===== src/logic/emdl_cfg.svh =====
// Constants for the emitter modulation and delay-lock block.
//
// Contract
// Software keeps emitter driver settings unchanged during a frame acquisition.
// Only one emitter output in use; open-drain driver may be disabled.
// Current select scales open-drain maximum to 100, 64, 46 or 33 percent.
// Torch bit holds the emitter output permanently active.
// Driver enable gates the driver circuits; set after reset.
// Inversion bit inverts both emitter outputs; cleared after reset.
// Slew control switches part of the driver on with a delay.
// Modulating modes carry a 50 percent square wave of at most 20 MHz.
// A synchronization period precedes acquisition once every N frames.
// Rate zero skips synchronization and keeps the last compensation delay.
// Software sets demodulation delay select to at least 1 before locking.
// Sync has pre-synchronization with loop off, then lock with loop on.
// Pre-sync defaults to 10 us, lock to 30 us; both programmable.
// Loop compares reference phase with feedback and adds emitter delay.
// Compensation delay is frozen until the next synchronization period.
// Software sets the rate to a multiple of the frame count.
// Delay line spans 6 ns to 76 ns in 7 ps steps.
// Loop enabled inserts at least 6 ns; demodulation delay select stays nonzero. Code only flags a zero select in misconf during lock.
// Software raises demodulation delay select above 1 for wide feedback drift.
// First filter averages over 8 to 512 pulses in binary steps.
// Second filter averages over 2 to 128 frames in binary steps.
// Averaged values are written back only when programmed counts are reached.
// Phase detector steps delay up when feedback leads, down when it lags.
`ifndef EMDL_CFG_SVH
`define EMDL_CFG_SVH
`define EMDL_CLK_PS 8000
`define EMDL_CYC_PER_US (1000000 / `EMDL_CLK_PS)
`define EMDL_PRE_US 16'd10
`define EMDL_LOCK_US 16'd30
`define EMDL_DLY_MIN_PS 6000
`define EMDL_DLY_MAX_PS 76000
`define EMDL_DLY_STEP_PS 7
`define EMDL_DLY_STEPS ((`EMDL_DLY_MAX_PS - `EMDL_DLY_MIN_PS) / `EMDL_DLY_STEP_PS)
`define EMDL_MOD_MAX_HZ 20000000
`define EMDL_CLK_HZ ((1000000000 / `EMDL_CLK_PS) * 1000)
`define EMDL_HALF_MIN ((`EMDL_CLK_HZ + 2 * `EMDL_MOD_MAX_HZ - 1) / (2 * `EMDL_MOD_MAX_HZ))
`define EMDL_REG_CTRL 6'h00
`define EMDL_REG_RATE 6'h04
`define EMDL_REG_PRE 6'h08
`define EMDL_REG_LOCK 6'h0C
`define EMDL_REG_DEMOD 6'h10
`define EMDL_REG_FILT 6'h14
`define EMDL_REG_HALF 6'h18
`define EMDL_REG_STAT 6'h1C
`define EMDL_CTRL_RST 7'h01
`define EMDL_DEMOD_RST 4'h1
`define EMDL_HALF_RST 8'h04
`define EMDL_S1_BASE 3
`define EMDL_S2_BASE 1
`define EMDL_SEL_MAX 3'd6
`endif


===== src/logic/emdl_pkg.sv =====
// Types shared by the emitter modulation and delay-lock block.
package emdl_pkg;
  typedef enum logic [2:0] {
    EMDL_ST_IDLE = 3'b001,
    EMDL_ST_PRE = 3'b010,
    EMDL_ST_LOCK = 3'b100
  } emdl_state_e;

  typedef struct packed {
    logic [1:0] cur_sel;
    logic torch;
    logic slew;
    logic inv;
    logic pp_en;
    logic drv_en;
  } emdl_ctrl_s;

  typedef struct packed {
    logic pushpull_emitter_out;
    logic od_on;
    logic od_aux;
    logic [1:0] cur_sel;
  } emdl_drv_s;
endpackage : emdl_pkg


===== src/logic/emdl_top.sv =====
// Emitter driver settings, modulation and delay-lock sequencer with Avalon-MM registers.
`include "emdl_cfg.svh"

module emdl_top
  import emdl_pkg::*;
(
  input wire logic clk_i, // 125 MHz clock
  input wire logic rst_b_i, // synchronous reset, active low
  input wire logic ce_i, // clock enable, freezes all state when low
  input wire logic [5:0] avs_address, // byte address
  input wire logic avs_read, // read request
  input wire logic avs_write, // write request
  input wire logic [31:0] avs_writedata, // write data
  output logic [31:0] avs_readdata, // read data
  output logic avs_waitrequest, // stall request
  input wire logic frame_req_i, // pulse, a frame is about to start
  input wire logic frame_active_i, // level, frame acquisition running
  input wire logic demod_ref_i, // demodulation phase from pixel path
  input wire logic emitter_feedback_in_i, // feedback pin
  output logic frame_go_o, // pulse, frame may start
  output logic sync_busy_o, // level, synchronization running
  output logic demod_o, // demodulation drive
  output logic [3:0] demod_delay_sel_o, // demodulation delay select
  output logic [13:0] delay_code_o, // compensation delay line code
  output logic dll_en_o, // loop enabled
  output emdl_drv_s drv_o // emitter driver controls
);
  localparam int HALF_MIN = `EMDL_HALF_MIN;
  localparam logic [13:0] DLY_MAX = 14'(`EMDL_DLY_STEPS);
  localparam logic [6:0] US_LAST = 7'(`EMDL_CYC_PER_US - 1);

  function automatic logic [9:0] avg_count(input int base, input logic [2:0] sel);
    logic [2:0] s;
    s = (sel > `EMDL_SEL_MAX) ? `EMDL_SEL_MAX : sel;
    avg_count = 10'(1 << (base + int'(s)));
  endfunction : avg_count

  function automatic logic [13:0] clamp_code(input logic signed [17:0] v);
    if (v < 0) begin
      clamp_code = 14'h0000;
    end else if (v > $signed({4'h0, DLY_MAX})) begin
      clamp_code = DLY_MAX;
    end else begin
      clamp_code = v[13:0];
    end
  endfunction : clamp_code

  emdl_ctrl_s ctrl;
  logic [7:0] rate;
  logic [15:0] pre_us;
  logic [15:0] lock_us;
  logic [3:0] demod_sel;
  logic [2:0] s1_sel;
  logic [2:0] s2_sel;
  logic [7:0] half;
  emdl_state_e state;
  logic [7:0] frame_cnt;
  logic [6:0] us_div;
  logic [15:0] us_cnt;
  logic [7:0] sq_cnt;
  logic sq;
  logic ack;
  logic fb_m, fb_s, ref_m, ref_s, ref_d;
  logic [9:0] p_cnt;
  logic signed [10:0] net;
  logic signed [15:0] pend;
  logic [9:0] f_cnt;
  logic [13:0] code;
  logic misconf;
  logic od_q;
  logic us_tick, phase_end, cmp_evt, s1_done, wb_fire, mod_run, level;
  logic [7:0] half_eff;
  logic [31:0] next_rdata;

  // Avalon slave: every access waits exactly one cycle.
  assign avs_waitrequest = (avs_read | avs_write) & ~ack;
  always_ff @(posedge clk_i) begin
    if (!rst_b_i) begin
      ack <= 1'b0;
    end else if (ce_i) begin
      ack <= (avs_read | avs_write) & ~ack;
    end
  end

  always_comb begin
    next_rdata = 32'h0000_0000;
    unique case (avs_address)
      `EMDL_REG_CTRL: next_rdata = {25'h0, ctrl};
      `EMDL_REG_RATE: next_rdata = {24'h0, rate};
      `EMDL_REG_PRE: next_rdata = {16'h0, pre_us};
      `EMDL_REG_LOCK: next_rdata = {16'h0, lock_us};
      `EMDL_REG_DEMOD: next_rdata = {28'h0, demod_sel};
      `EMDL_REG_FILT: next_rdata = {25'h0, s2_sel, 1'b0, s1_sel};
      `EMDL_REG_HALF: next_rdata = {24'h0, half};
      `EMDL_REG_STAT: next_rdata = {11'h0, misconf, 1'b0, state, 2'h0, code};
      default: next_rdata = 32'h0000_0000;
    endcase
  end

  always_ff @(posedge clk_i) begin
    if (!rst_b_i) begin
      avs_readdata <= 32'h0000_0000;
    end else if (ce_i && avs_read && !ack) begin
      avs_readdata <= next_rdata;
    end
  end

  // Settings are applied at once; keeping them still during a frame is up to software.
  always_ff @(posedge clk_i) begin
    if (!rst_b_i) begin
      ctrl <= emdl_ctrl_s'(`EMDL_CTRL_RST);
      rate <= 8'h00;
      pre_us <= `EMDL_PRE_US;
      lock_us <= `EMDL_LOCK_US;
      demod_sel <= `EMDL_DEMOD_RST;
      s1_sel <= 3'h0;
      s2_sel <= 3'h0;
      half <= `EMDL_HALF_RST;
    end else if (ce_i && avs_write && ack) begin
      unique case (avs_address)
        `EMDL_REG_CTRL: ctrl <= emdl_ctrl_s'(avs_writedata[6:0]);
        `EMDL_REG_RATE: rate <= avs_writedata[7:0];
        `EMDL_REG_PRE: pre_us <= avs_writedata[15:0];
        `EMDL_REG_LOCK: lock_us <= avs_writedata[15:0];
        `EMDL_REG_DEMOD: demod_sel <= avs_writedata[3:0];
        `EMDL_REG_FILT: begin
          s1_sel <= avs_writedata[2:0];
          s2_sel <= avs_writedata[6:4];
        end
        `EMDL_REG_HALF: half <= avs_writedata[7:0];
        default: ;
      endcase
    end
  end

  // Pin inputs pass two flip-flops; the reference passes a third, read with the second for edge detection.
  always_ff @(posedge clk_i) begin
    if (!rst_b_i) begin
      fb_m <= 1'b0;
      fb_s <= 1'b0;
      ref_m <= 1'b0;
      ref_s <= 1'b0;
      ref_d <= 1'b0;
    end else if (ce_i) begin
      fb_m <= emitter_feedback_in_i;
      fb_s <= fb_m;
      ref_m <= demod_ref_i;
      ref_s <= ref_m;
      ref_d <= ref_s;
    end
  end

  // Microsecond tick times the two synchronization phases.
  assign us_tick = (us_div == US_LAST);
  assign phase_end = us_tick && (us_cnt + 16'd1 >= ((state == EMDL_ST_PRE) ? pre_us : lock_us));
  always_ff @(posedge clk_i) begin
    if (!rst_b_i) begin
      us_div <= 7'h00;
      us_cnt <= 16'h0000;
    end else if (ce_i) begin
      if (state == EMDL_ST_IDLE || phase_end) begin
        us_div <= 7'h00;
        us_cnt <= 16'h0000;
      end else if (us_tick) begin
        us_div <= 7'h00;
        us_cnt <= us_cnt + 16'd1;
      end else begin
        us_div <= us_div + 7'd1;
      end
    end
  end

  // Sequencer: every rate-th frame runs pre-sync then lock before the frame goes.
  always_ff @(posedge clk_i) begin
    if (!rst_b_i) begin
      state <= EMDL_ST_IDLE;
      frame_cnt <= 8'h00;
      frame_go_o <= 1'b0;
    end else if (ce_i) begin
      frame_go_o <= 1'b0;
      unique case (state)
        EMDL_ST_IDLE: begin
          if (frame_req_i) begin
            if (rate == 8'h00) begin
              frame_go_o <= 1'b1;
            end else begin
              frame_cnt <= (frame_cnt + 8'd1 >= rate) ? 8'h00 : frame_cnt + 8'd1;
              if (frame_cnt == 8'h00) begin
                state <= EMDL_ST_PRE;
              end else begin
                frame_go_o <= 1'b1;
              end
            end
          end
        end
        EMDL_ST_PRE: begin
          if (phase_end) begin
            state <= EMDL_ST_LOCK;
          end
        end
        EMDL_ST_LOCK: begin
          if (phase_end) begin
            state <= EMDL_ST_IDLE;
            frame_go_o <= 1'b1;
          end
        end
      endcase
    end
  end

  // Square-wave modulation; the half period never drops below the 20 MHz limit.
  assign half_eff = (int'(half) < HALF_MIN) ? 8'(HALF_MIN) : half;
  assign mod_run = (state != EMDL_ST_IDLE) || frame_active_i;
  always_ff @(posedge clk_i) begin
    if (!rst_b_i) begin
      sq_cnt <= 8'h00;
      sq <= 1'b0;
    end else if (ce_i) begin
      if (!mod_run) begin
        sq_cnt <= 8'h00;
        sq <= 1'b0;
      end else if (sq_cnt + 8'd1 >= half_eff) begin
        sq_cnt <= 8'h00;
        sq <= ~sq;
      end else begin
        sq_cnt <= sq_cnt + 8'd1;
      end
    end
  end

  // Phase detector: feedback already high at the reference edge means it leads.
  assign cmp_evt = (state == EMDL_ST_LOCK) && ref_s && !ref_d;
  assign s1_done = cmp_evt && (p_cnt + 10'd1 >= avg_count(`EMDL_S1_BASE, s1_sel));
  assign wb_fire = (state == EMDL_ST_LOCK) && phase_end &&
                   (f_cnt >= avg_count(`EMDL_S2_BASE, s2_sel));
  always_ff @(posedge clk_i) begin
    if (!rst_b_i) begin
      p_cnt <= 10'h000;
      net <= 11'sh000;
      pend <= 16'sh0000;
    end else if (ce_i) begin
      if (wb_fire) begin
        p_cnt <= 10'h000;
        net <= 11'sh000;
        pend <= 16'sh0000;
      end else if (s1_done) begin
        p_cnt <= 10'h000;
        net <= 11'sh000;
        if (net + (fb_s ? 11'sh001 : -11'sh001) > 0) begin
          pend <= pend + 16'sh0001;
        end else if (net + (fb_s ? 11'sh001 : -11'sh001) < 0) begin
          pend <= pend - 16'sh0001;
        end
      end else if (cmp_evt) begin
        p_cnt <= p_cnt + 10'd1;
        net <= fb_s ? net + 11'sh001 : net - 11'sh001;
      end
    end
  end

  // Frame counter of the second filter stage.
  always_ff @(posedge clk_i) begin
    if (!rst_b_i) begin
      f_cnt <= 10'h000;
    end else if (ce_i) begin
      if (wb_fire) begin
        f_cnt <= 10'h000;
      end else if (frame_req_i && f_cnt != 10'h3FF) begin
        f_cnt <= f_cnt + 10'd1;
      end
    end
  end

  // Code 0 is the 6 ns minimum the line always inserts; it only moves at write-back.
  always_ff @(posedge clk_i) begin
    if (!rst_b_i) begin
      code <= 14'h0000;
    end else if (ce_i && wb_fire) begin
      code <= clamp_code(18'(signed'({4'h0, code})) + 18'(pend));
    end
  end

  always_ff @(posedge clk_i) begin
    if (!rst_b_i) begin
      misconf <= 1'b0;
    end else if (ce_i) begin
      misconf <= (state == EMDL_ST_LOCK) && (demod_sel == 4'h0);
    end
  end

  // Output stage: torch overrides modulation, inversion acts on both pins.
  assign level = (ctrl.torch | sq) ^ ctrl.inv;
  always_ff @(posedge clk_i) begin
    if (!rst_b_i) begin
      drv_o <= '0;
      od_q <= 1'b0;
      demod_o <= 1'b0;
    end else if (ce_i) begin
      drv_o.pushpull_emitter_out <= ctrl.pp_en & level;
      drv_o.od_on <= ctrl.drv_en & level;
      od_q <= ctrl.drv_en & level;
      drv_o.od_aux <= ctrl.slew ? od_q : (ctrl.drv_en & level);
      drv_o.cur_sel <= ctrl.cur_sel;
      demod_o <= sq;
    end
  end

  assign sync_busy_o = (state != EMDL_ST_IDLE);
  assign dll_en_o = (state == EMDL_ST_LOCK);
  assign delay_code_o = code;
  assign demod_delay_sel_o = demod_sel;
endmodule : emdl_top


===== config.mk =====
export PLATFORM = sky130hd
export DESIGN_NAME = emdl_top
export DESIGN_NICKNAME = d
export VERILOG_FILES = /design/src/logic/emdl_pkg.sv /design/src/logic/emdl_top.sv
export VERILOG_INCLUDE_DIRS = /design/src /design/src/logic
export SDC_FILE = /design/constraint.sdc
export NUM_CORES = 1
export LEC_CHECK = 0
export ABC_AREA = 0
export BUFFER_PORTS_ARGS = -buffer_cell sky130_fd_sc_hd__buf_2
export CAP_MARGIN = 20
export CELL_PAD_IN_SITES_DETAIL_PLACEMENT = 0
export CELL_PAD_IN_SITES_GLOBAL_PLACEMENT = 1
export CORE_MARGIN = 2
export CORE_UTILIZATION = 41
export DETAILED_ROUTE_END_ITERATION = 8
export GPL_TIMING_DRIVEN = 0
export PLACE_DENSITY_LB_ADDON = 0.1
export RECOVER_POWER = 100
export SYNTH_ARGS = -nofsm -noshare
export SYNTH_HDL_FRONTEND = slang
export SYNTH_SLANG_ARGS = --single-unit
export TNS_END_PERCENT = 100

===== constraint.sdc =====
create_clock -name clk_i -period 5.3 [get_ports clk_i]
set_input_delay 0.265 -clock clk_i [delete_from_list [all_inputs] [get_ports clk_i]]
set_output_delay 0.265 -clock clk_i [all_outputs]
set_load 0.005 [all_outputs]

==> run metrics <==
sequential-to-total area share from yosys stat=32.2%; area growth from synthesis to layout=19.5%; final wirelength=40,500 um; Initial DRC Count=825; WP data arrival=5700 ps; maximum net fanout on the critical path=10; outcome=completed; element type at the critical path end=register; largest net degree at the start of global routing=13; core occupancy in the finished layout=49.6%; total power divided by cell area=246 nW/um^2; unrepaired setup endpoints after global routing=true; Post-DP HPWL=30,300 um; static power due to leakage=0.00602 uW; Die Height=180 um; count of distinct cell types in the synthesized netlist=80; clock latency on the worst-skew pair=540 ps; Overflow after GRT=0; First-pass DRT Iterations=6; floorplan core area=30,400 sq um; Design Area, Final=15,100 sq um; Avg Inst Size Synth=8.19 sq um; remaining max-slew budget at the tightest pin=16.1%; most used flip-flop cell after synthesis=sky130_fd_sc_hd__dfxtp_1; via count of the first global-routing pass=11,300; clock input transition at the sequential cells of the worst setup and hold paths=60 ps; combined area of the multi-input logic cells=8420 sq um; number of placed I/O pins=107; die area=32,200 sq um; number of endpoints failing setup at the final stage=0; final cycle utilization of the critical path=99.0%; Max VDD drop=0.225 mV; Root Driver=sky130_fd_sc_hd__clkbuf_16; share of post-route cells with drive strength above 1=12.3%; worst-case clock skew=10.8 ps; diode count=0; count of H-tree levels built during CTS=1; cts bufs inserted=26; fin crit period=5250 ps; DR DRC count=0; Cells after Synth=1,543; Die Width=180 um; clk sink count=203; startpoint-to-endpoint class of the critical path=register to register; placed cell areas=13,700 sq um; DR vias=11,800; final number of max-transition violations=0; required time at the worst-slack endpoint=5760 ps; CTS tree=done; final weighted congestion in routability-driven placement=0.907; type of origin of the critical path=register; Routed wire per std cell=19.2 um; global-route wire length before repair=63,700 um; number of rows in the core area=64; EDFF count, synth=0; number of antenna violations at the first check in global routing=0; Netlist Area Pre-Place=12,600 sq um; NumNets Final=1,848; synth warn=0; via/cell ratio=5.59; starting density of the core=41.5%; count of filler cells inserted in the layout=3,079; All-Layer GR Usage=24.5%; total negative setup slack=0 ps; register area=4070 sq um; number of hold violations in the final report=0; highest attainable clock frequency=191 MHz; register bit count reported by yosys=203; Least-Margin Pin Slew=1250 ps; quantity of I/O buffers inserted on ports=76; number of max-capacitance violations reported=0; remaining antenna violation count after routing=0; type of the tightest min-delay check=input pin to register; Post-synth ARST share=0%; Max Root-Sink Buffers=3
-- path summary, 6_finish.rpt --
path	startpoint	end	slack, ps	cells past startpoint
worst max-delay path	fb_s$_SDFFE_PN0P_	pend[15]$_SDFFE_PN0P_	50	27
worst min-delay path	avs_writedata[7]	half[7]$_SDFFE_PN0P_	70	3
worst max register to register	fb_s$_SDFFE_PN0P_	pend[15]$_SDFFE_PN0P_	50	27
worst min register to register	net[8]$_SDFFE_PN0P_	net[8]$_SDFFE_PN0P_	470	2
-- cell type report --
type | count | area share, %
plain buffers | 84 | 2.49
inverters | 36 | 1.00
well taps | 396 | 3.28
clock buffers | 33 | 4.89
flip-flops and latches | 203 | 26.9
repair inverters | 1 | 0.0414
repair buffers | 108 | 4.32
clock inverters | 15 | 1.34
multi-input cells | 1233 | 55.7
-- metrics by stage --
step	std cells	power (uW)	setup WS (ps)	hold slack, ps
after floorplan	1556	1710	22.5	389
after global placement	2028	1790	-968	445
after detailed placement	2028	1790	-1030	455
after CTS	2104	3740	2.20	47.6
after global routing	2109	3830	-240	77.3
final	2109	3720	53.4	67.5
-- metal layers --
layer / track usage (%) / wire [um] / vias up
met5: 0 / 0 / -
met1: 32.8 / 18500 / 5611
met2: 41.5 / 19000 / 258
met4: 7.38 / 1260 / 0
li1: - / - / 5859
met3: 3.04 / 1720 / 66
-- worst max-delay path: stages, from the launching register on --
cell                         delay, ps
sky130_fd_sc_hd__dfxtp_2           350
sky130_fd_sc_hd__clkinvlp_4         90
sky130_fd_sc_hd__buf_12            160
sky130_fd_sc_hd__ha_4              310
sky130_fd_sc_hd__o21ai_2            90
sky130_fd_sc_hd__nor2_4            190
sky130_fd_sc_hd__o221ai_4          110
sky130_fd_sc_hd__nand2b_1          110
sky130_fd_sc_hd__a21oi_2            90
sky130_fd_sc_hd__o21ba_2           210
sky130_fd_sc_hd__fa_1              470
sky130_fd_sc_hd__nand2_1            60
sky130_fd_sc_hd__nor4_2            220
sky130_fd_sc_hd__nand4_1           190
sky130_fd_sc_hd__nor4_4            330
sky130_fd_sc_hd__a31oi_4           140
sky130_fd_sc_hd__buf_12            180
sky130_fd_sc_hd__clkinv_8           70
sky130_fd_sc_hd__buf_12            110
sky130_fd_sc_hd__ha_4              210
sky130_fd_sc_hd__a21o_1            180
sky130_fd_sc_hd__a21o_1            210
sky130_fd_sc_hd__a41oi_2           180
sky130_fd_sc_hd__a21oi_2            60
sky130_fd_sc_hd__a31oi_1           170
sky130_fd_sc_hd__xnor2_1           120
sky130_fd_sc_hd__or4_1             400
sky130_fd_sc_hd__a31oi_1           130
-- synth_stat cells, types with 4 or more instances --
master	n	area share [%]
sky130_fd_sc_hd__o211ai_1	12	0.71
sky130_fd_sc_hd__nor3b_1	7	0.42
sky130_fd_sc_hd__o2111ai_1	4	0.28
sky130_fd_sc_hd__buf_2	5	0.20
sky130_fd_sc_hd__o21ai_0	69	2.7
sky130_fd_sc_hd__a21oi_1	156	6.2
sky130_fd_sc_hd__buf_4	13	0.77
sky130_fd_sc_hd__o31ai_1	9	0.53
sky130_fd_sc_hd__or3_1	13	0.64
sky130_fd_sc_hd__xnor2_1	39	2.7
sky130_fd_sc_hd__a211oi_1	13	0.77
sky130_fd_sc_hd__a22o_1	17	1.2
sky130_fd_sc_hd__nand3_1	71	2.8
sky130_fd_sc_hd__a211o_1	4	0.28
sky130_fd_sc_hd__o311ai_0	4	0.28
sky130_fd_sc_hd__ha_1	99	9.8
sky130_fd_sc_hd__xor2_1	33	2.3
sky130_fd_sc_hd__nand4b_1	7	0.49
sky130_fd_sc_hd__o22ai_1	7	0.35
sky130_fd_sc_hd__and2_1	11	0.54
sky130_fd_sc_hd__nand2b_1	10	0.50
sky130_fd_sc_hd__a221oi_1	5	0.35
sky130_fd_sc_hd__a22oi_1	19	1.1
sky130_fd_sc_hd__clkbuf_1	57	1.7
sky130_fd_sc_hd__nor2_1	117	3.5
sky130_fd_sc_hd__or2_2	9	0.45
sky130_fd_sc_hd__nand3b_1	9	0.53
sky130_fd_sc_hd__a21o_1	35	2.1
sky130_fd_sc_hd__nor4_1	11	0.54
sky130_fd_sc_hd__mux2i_1	57	4.5
sky130_fd_sc_hd__nand2_1	210	6.2
sky130_fd_sc_hd__inv_1	35	1.0
sky130_fd_sc_hd__fa_1	9	1.4
sky130_fd_sc_hd__a31oi_1	11	0.54
sky130_fd_sc_hd__nand4_1	13	0.64
sky130_fd_sc_hd__dfxtp_1	203	32
sky130_fd_sc_hd__o21bai_1	4	0.24
sky130_fd_sc_hd__mux2_2	6	0.53
sky130_fd_sc_hd__nor2b_1	5	0.25
sky130_fd_sc_hd__nor4b_1	5	0.35
sky130_fd_sc_hd__and3_1	29	1.4
sky130_fd_sc_hd__buf_1	8	0.24
sky130_fd_sc_hd__nor3_1	25	0.99
-- sequential cells by signal, indices dropped and copies added, names as in the netlist, 7 cells and up --
register / flops
avs_readdata: 20
ctrl: 7
delay_code_o: 14
f_cnt: 10
frame_cnt: 8
half: 8
lock_us: 16
net: 11
p_cnt: 10
pend: 16
pre_us: 16
rate: 8
sq_cnt: 8
us_cnt: 16
us_div: 7
-- where the power goes --
part           switching, uW  leakage [uW]  total (uW)  internal, uW
combinational            156       0.00392         233          77.8
sequential              11.0       0.00164        1550          1540
clock                    720      0.000470        1940          1220
-- logic make-up after synthesis --
| kind of cell | count (synthesis) | share of synthesized area [%] |
|---|---|---|
| other | 2 | 0.0594 |
| DFF | 203 | 32.2 |
| xor gates and xnor gates | 72 | 4.99 |
| adders and majority gates | 108 | 11.2 |
| and+or+nand+nor | 566 | 21.5 |
| buffers and inverters | 120 | 4.06 |
| AOI/OAI and AO/OA | 409 | 21.0 |
| muxes | 63 | 5.05 |
-- cell usage in the layout, fill, tap and decap left out, types with 15 or more instances in the layout --
| cell type | count |
|---|---|
| sky130_fd_sc_hd__a21o_1 | 35 |
| sky130_fd_sc_hd__a21oi_1 | 150 |
| sky130_fd_sc_hd__a22o_1 | 17 |
| sky130_fd_sc_hd__a22oi_1 | 19 |
| sky130_fd_sc_hd__and3_1 | 28 |
| sky130_fd_sc_hd__buf_2 | 53 |
| sky130_fd_sc_hd__buf_4 | 31 |
| sky130_fd_sc_hd__clkbuf_1 | 89 |
| sky130_fd_sc_hd__clkbuf_16 | 27 |
| sky130_fd_sc_hd__conb_1 | 15 |
| sky130_fd_sc_hd__dfxtp_1 | 202 |
| sky130_fd_sc_hd__ha_1 | 87 |
| sky130_fd_sc_hd__inv_1 | 33 |
| sky130_fd_sc_hd__mux2i_1 | 57 |
| sky130_fd_sc_hd__nand2_1 | 210 |
| sky130_fd_sc_hd__nand3_1 | 70 |
| sky130_fd_sc_hd__nor2_1 | 115 |
| sky130_fd_sc_hd__nor3_1 | 26 |
| sky130_fd_sc_hd__o21ai_0 | 65 |
| sky130_fd_sc_hd__xnor2_1 | 39 |
| sky130_fd_sc_hd__xor2_1 | 33 |
-- timing repair --
item	in CTS	in global routing
buffers inserted	17	5
hold endpoints to repair	18	0
endpoints found under the setup margin	13	12
hold buffers	10	0
pin swaps	12	11
cloned	1	0
resized for setup	18	18
(Power assumes the default switching activity.)
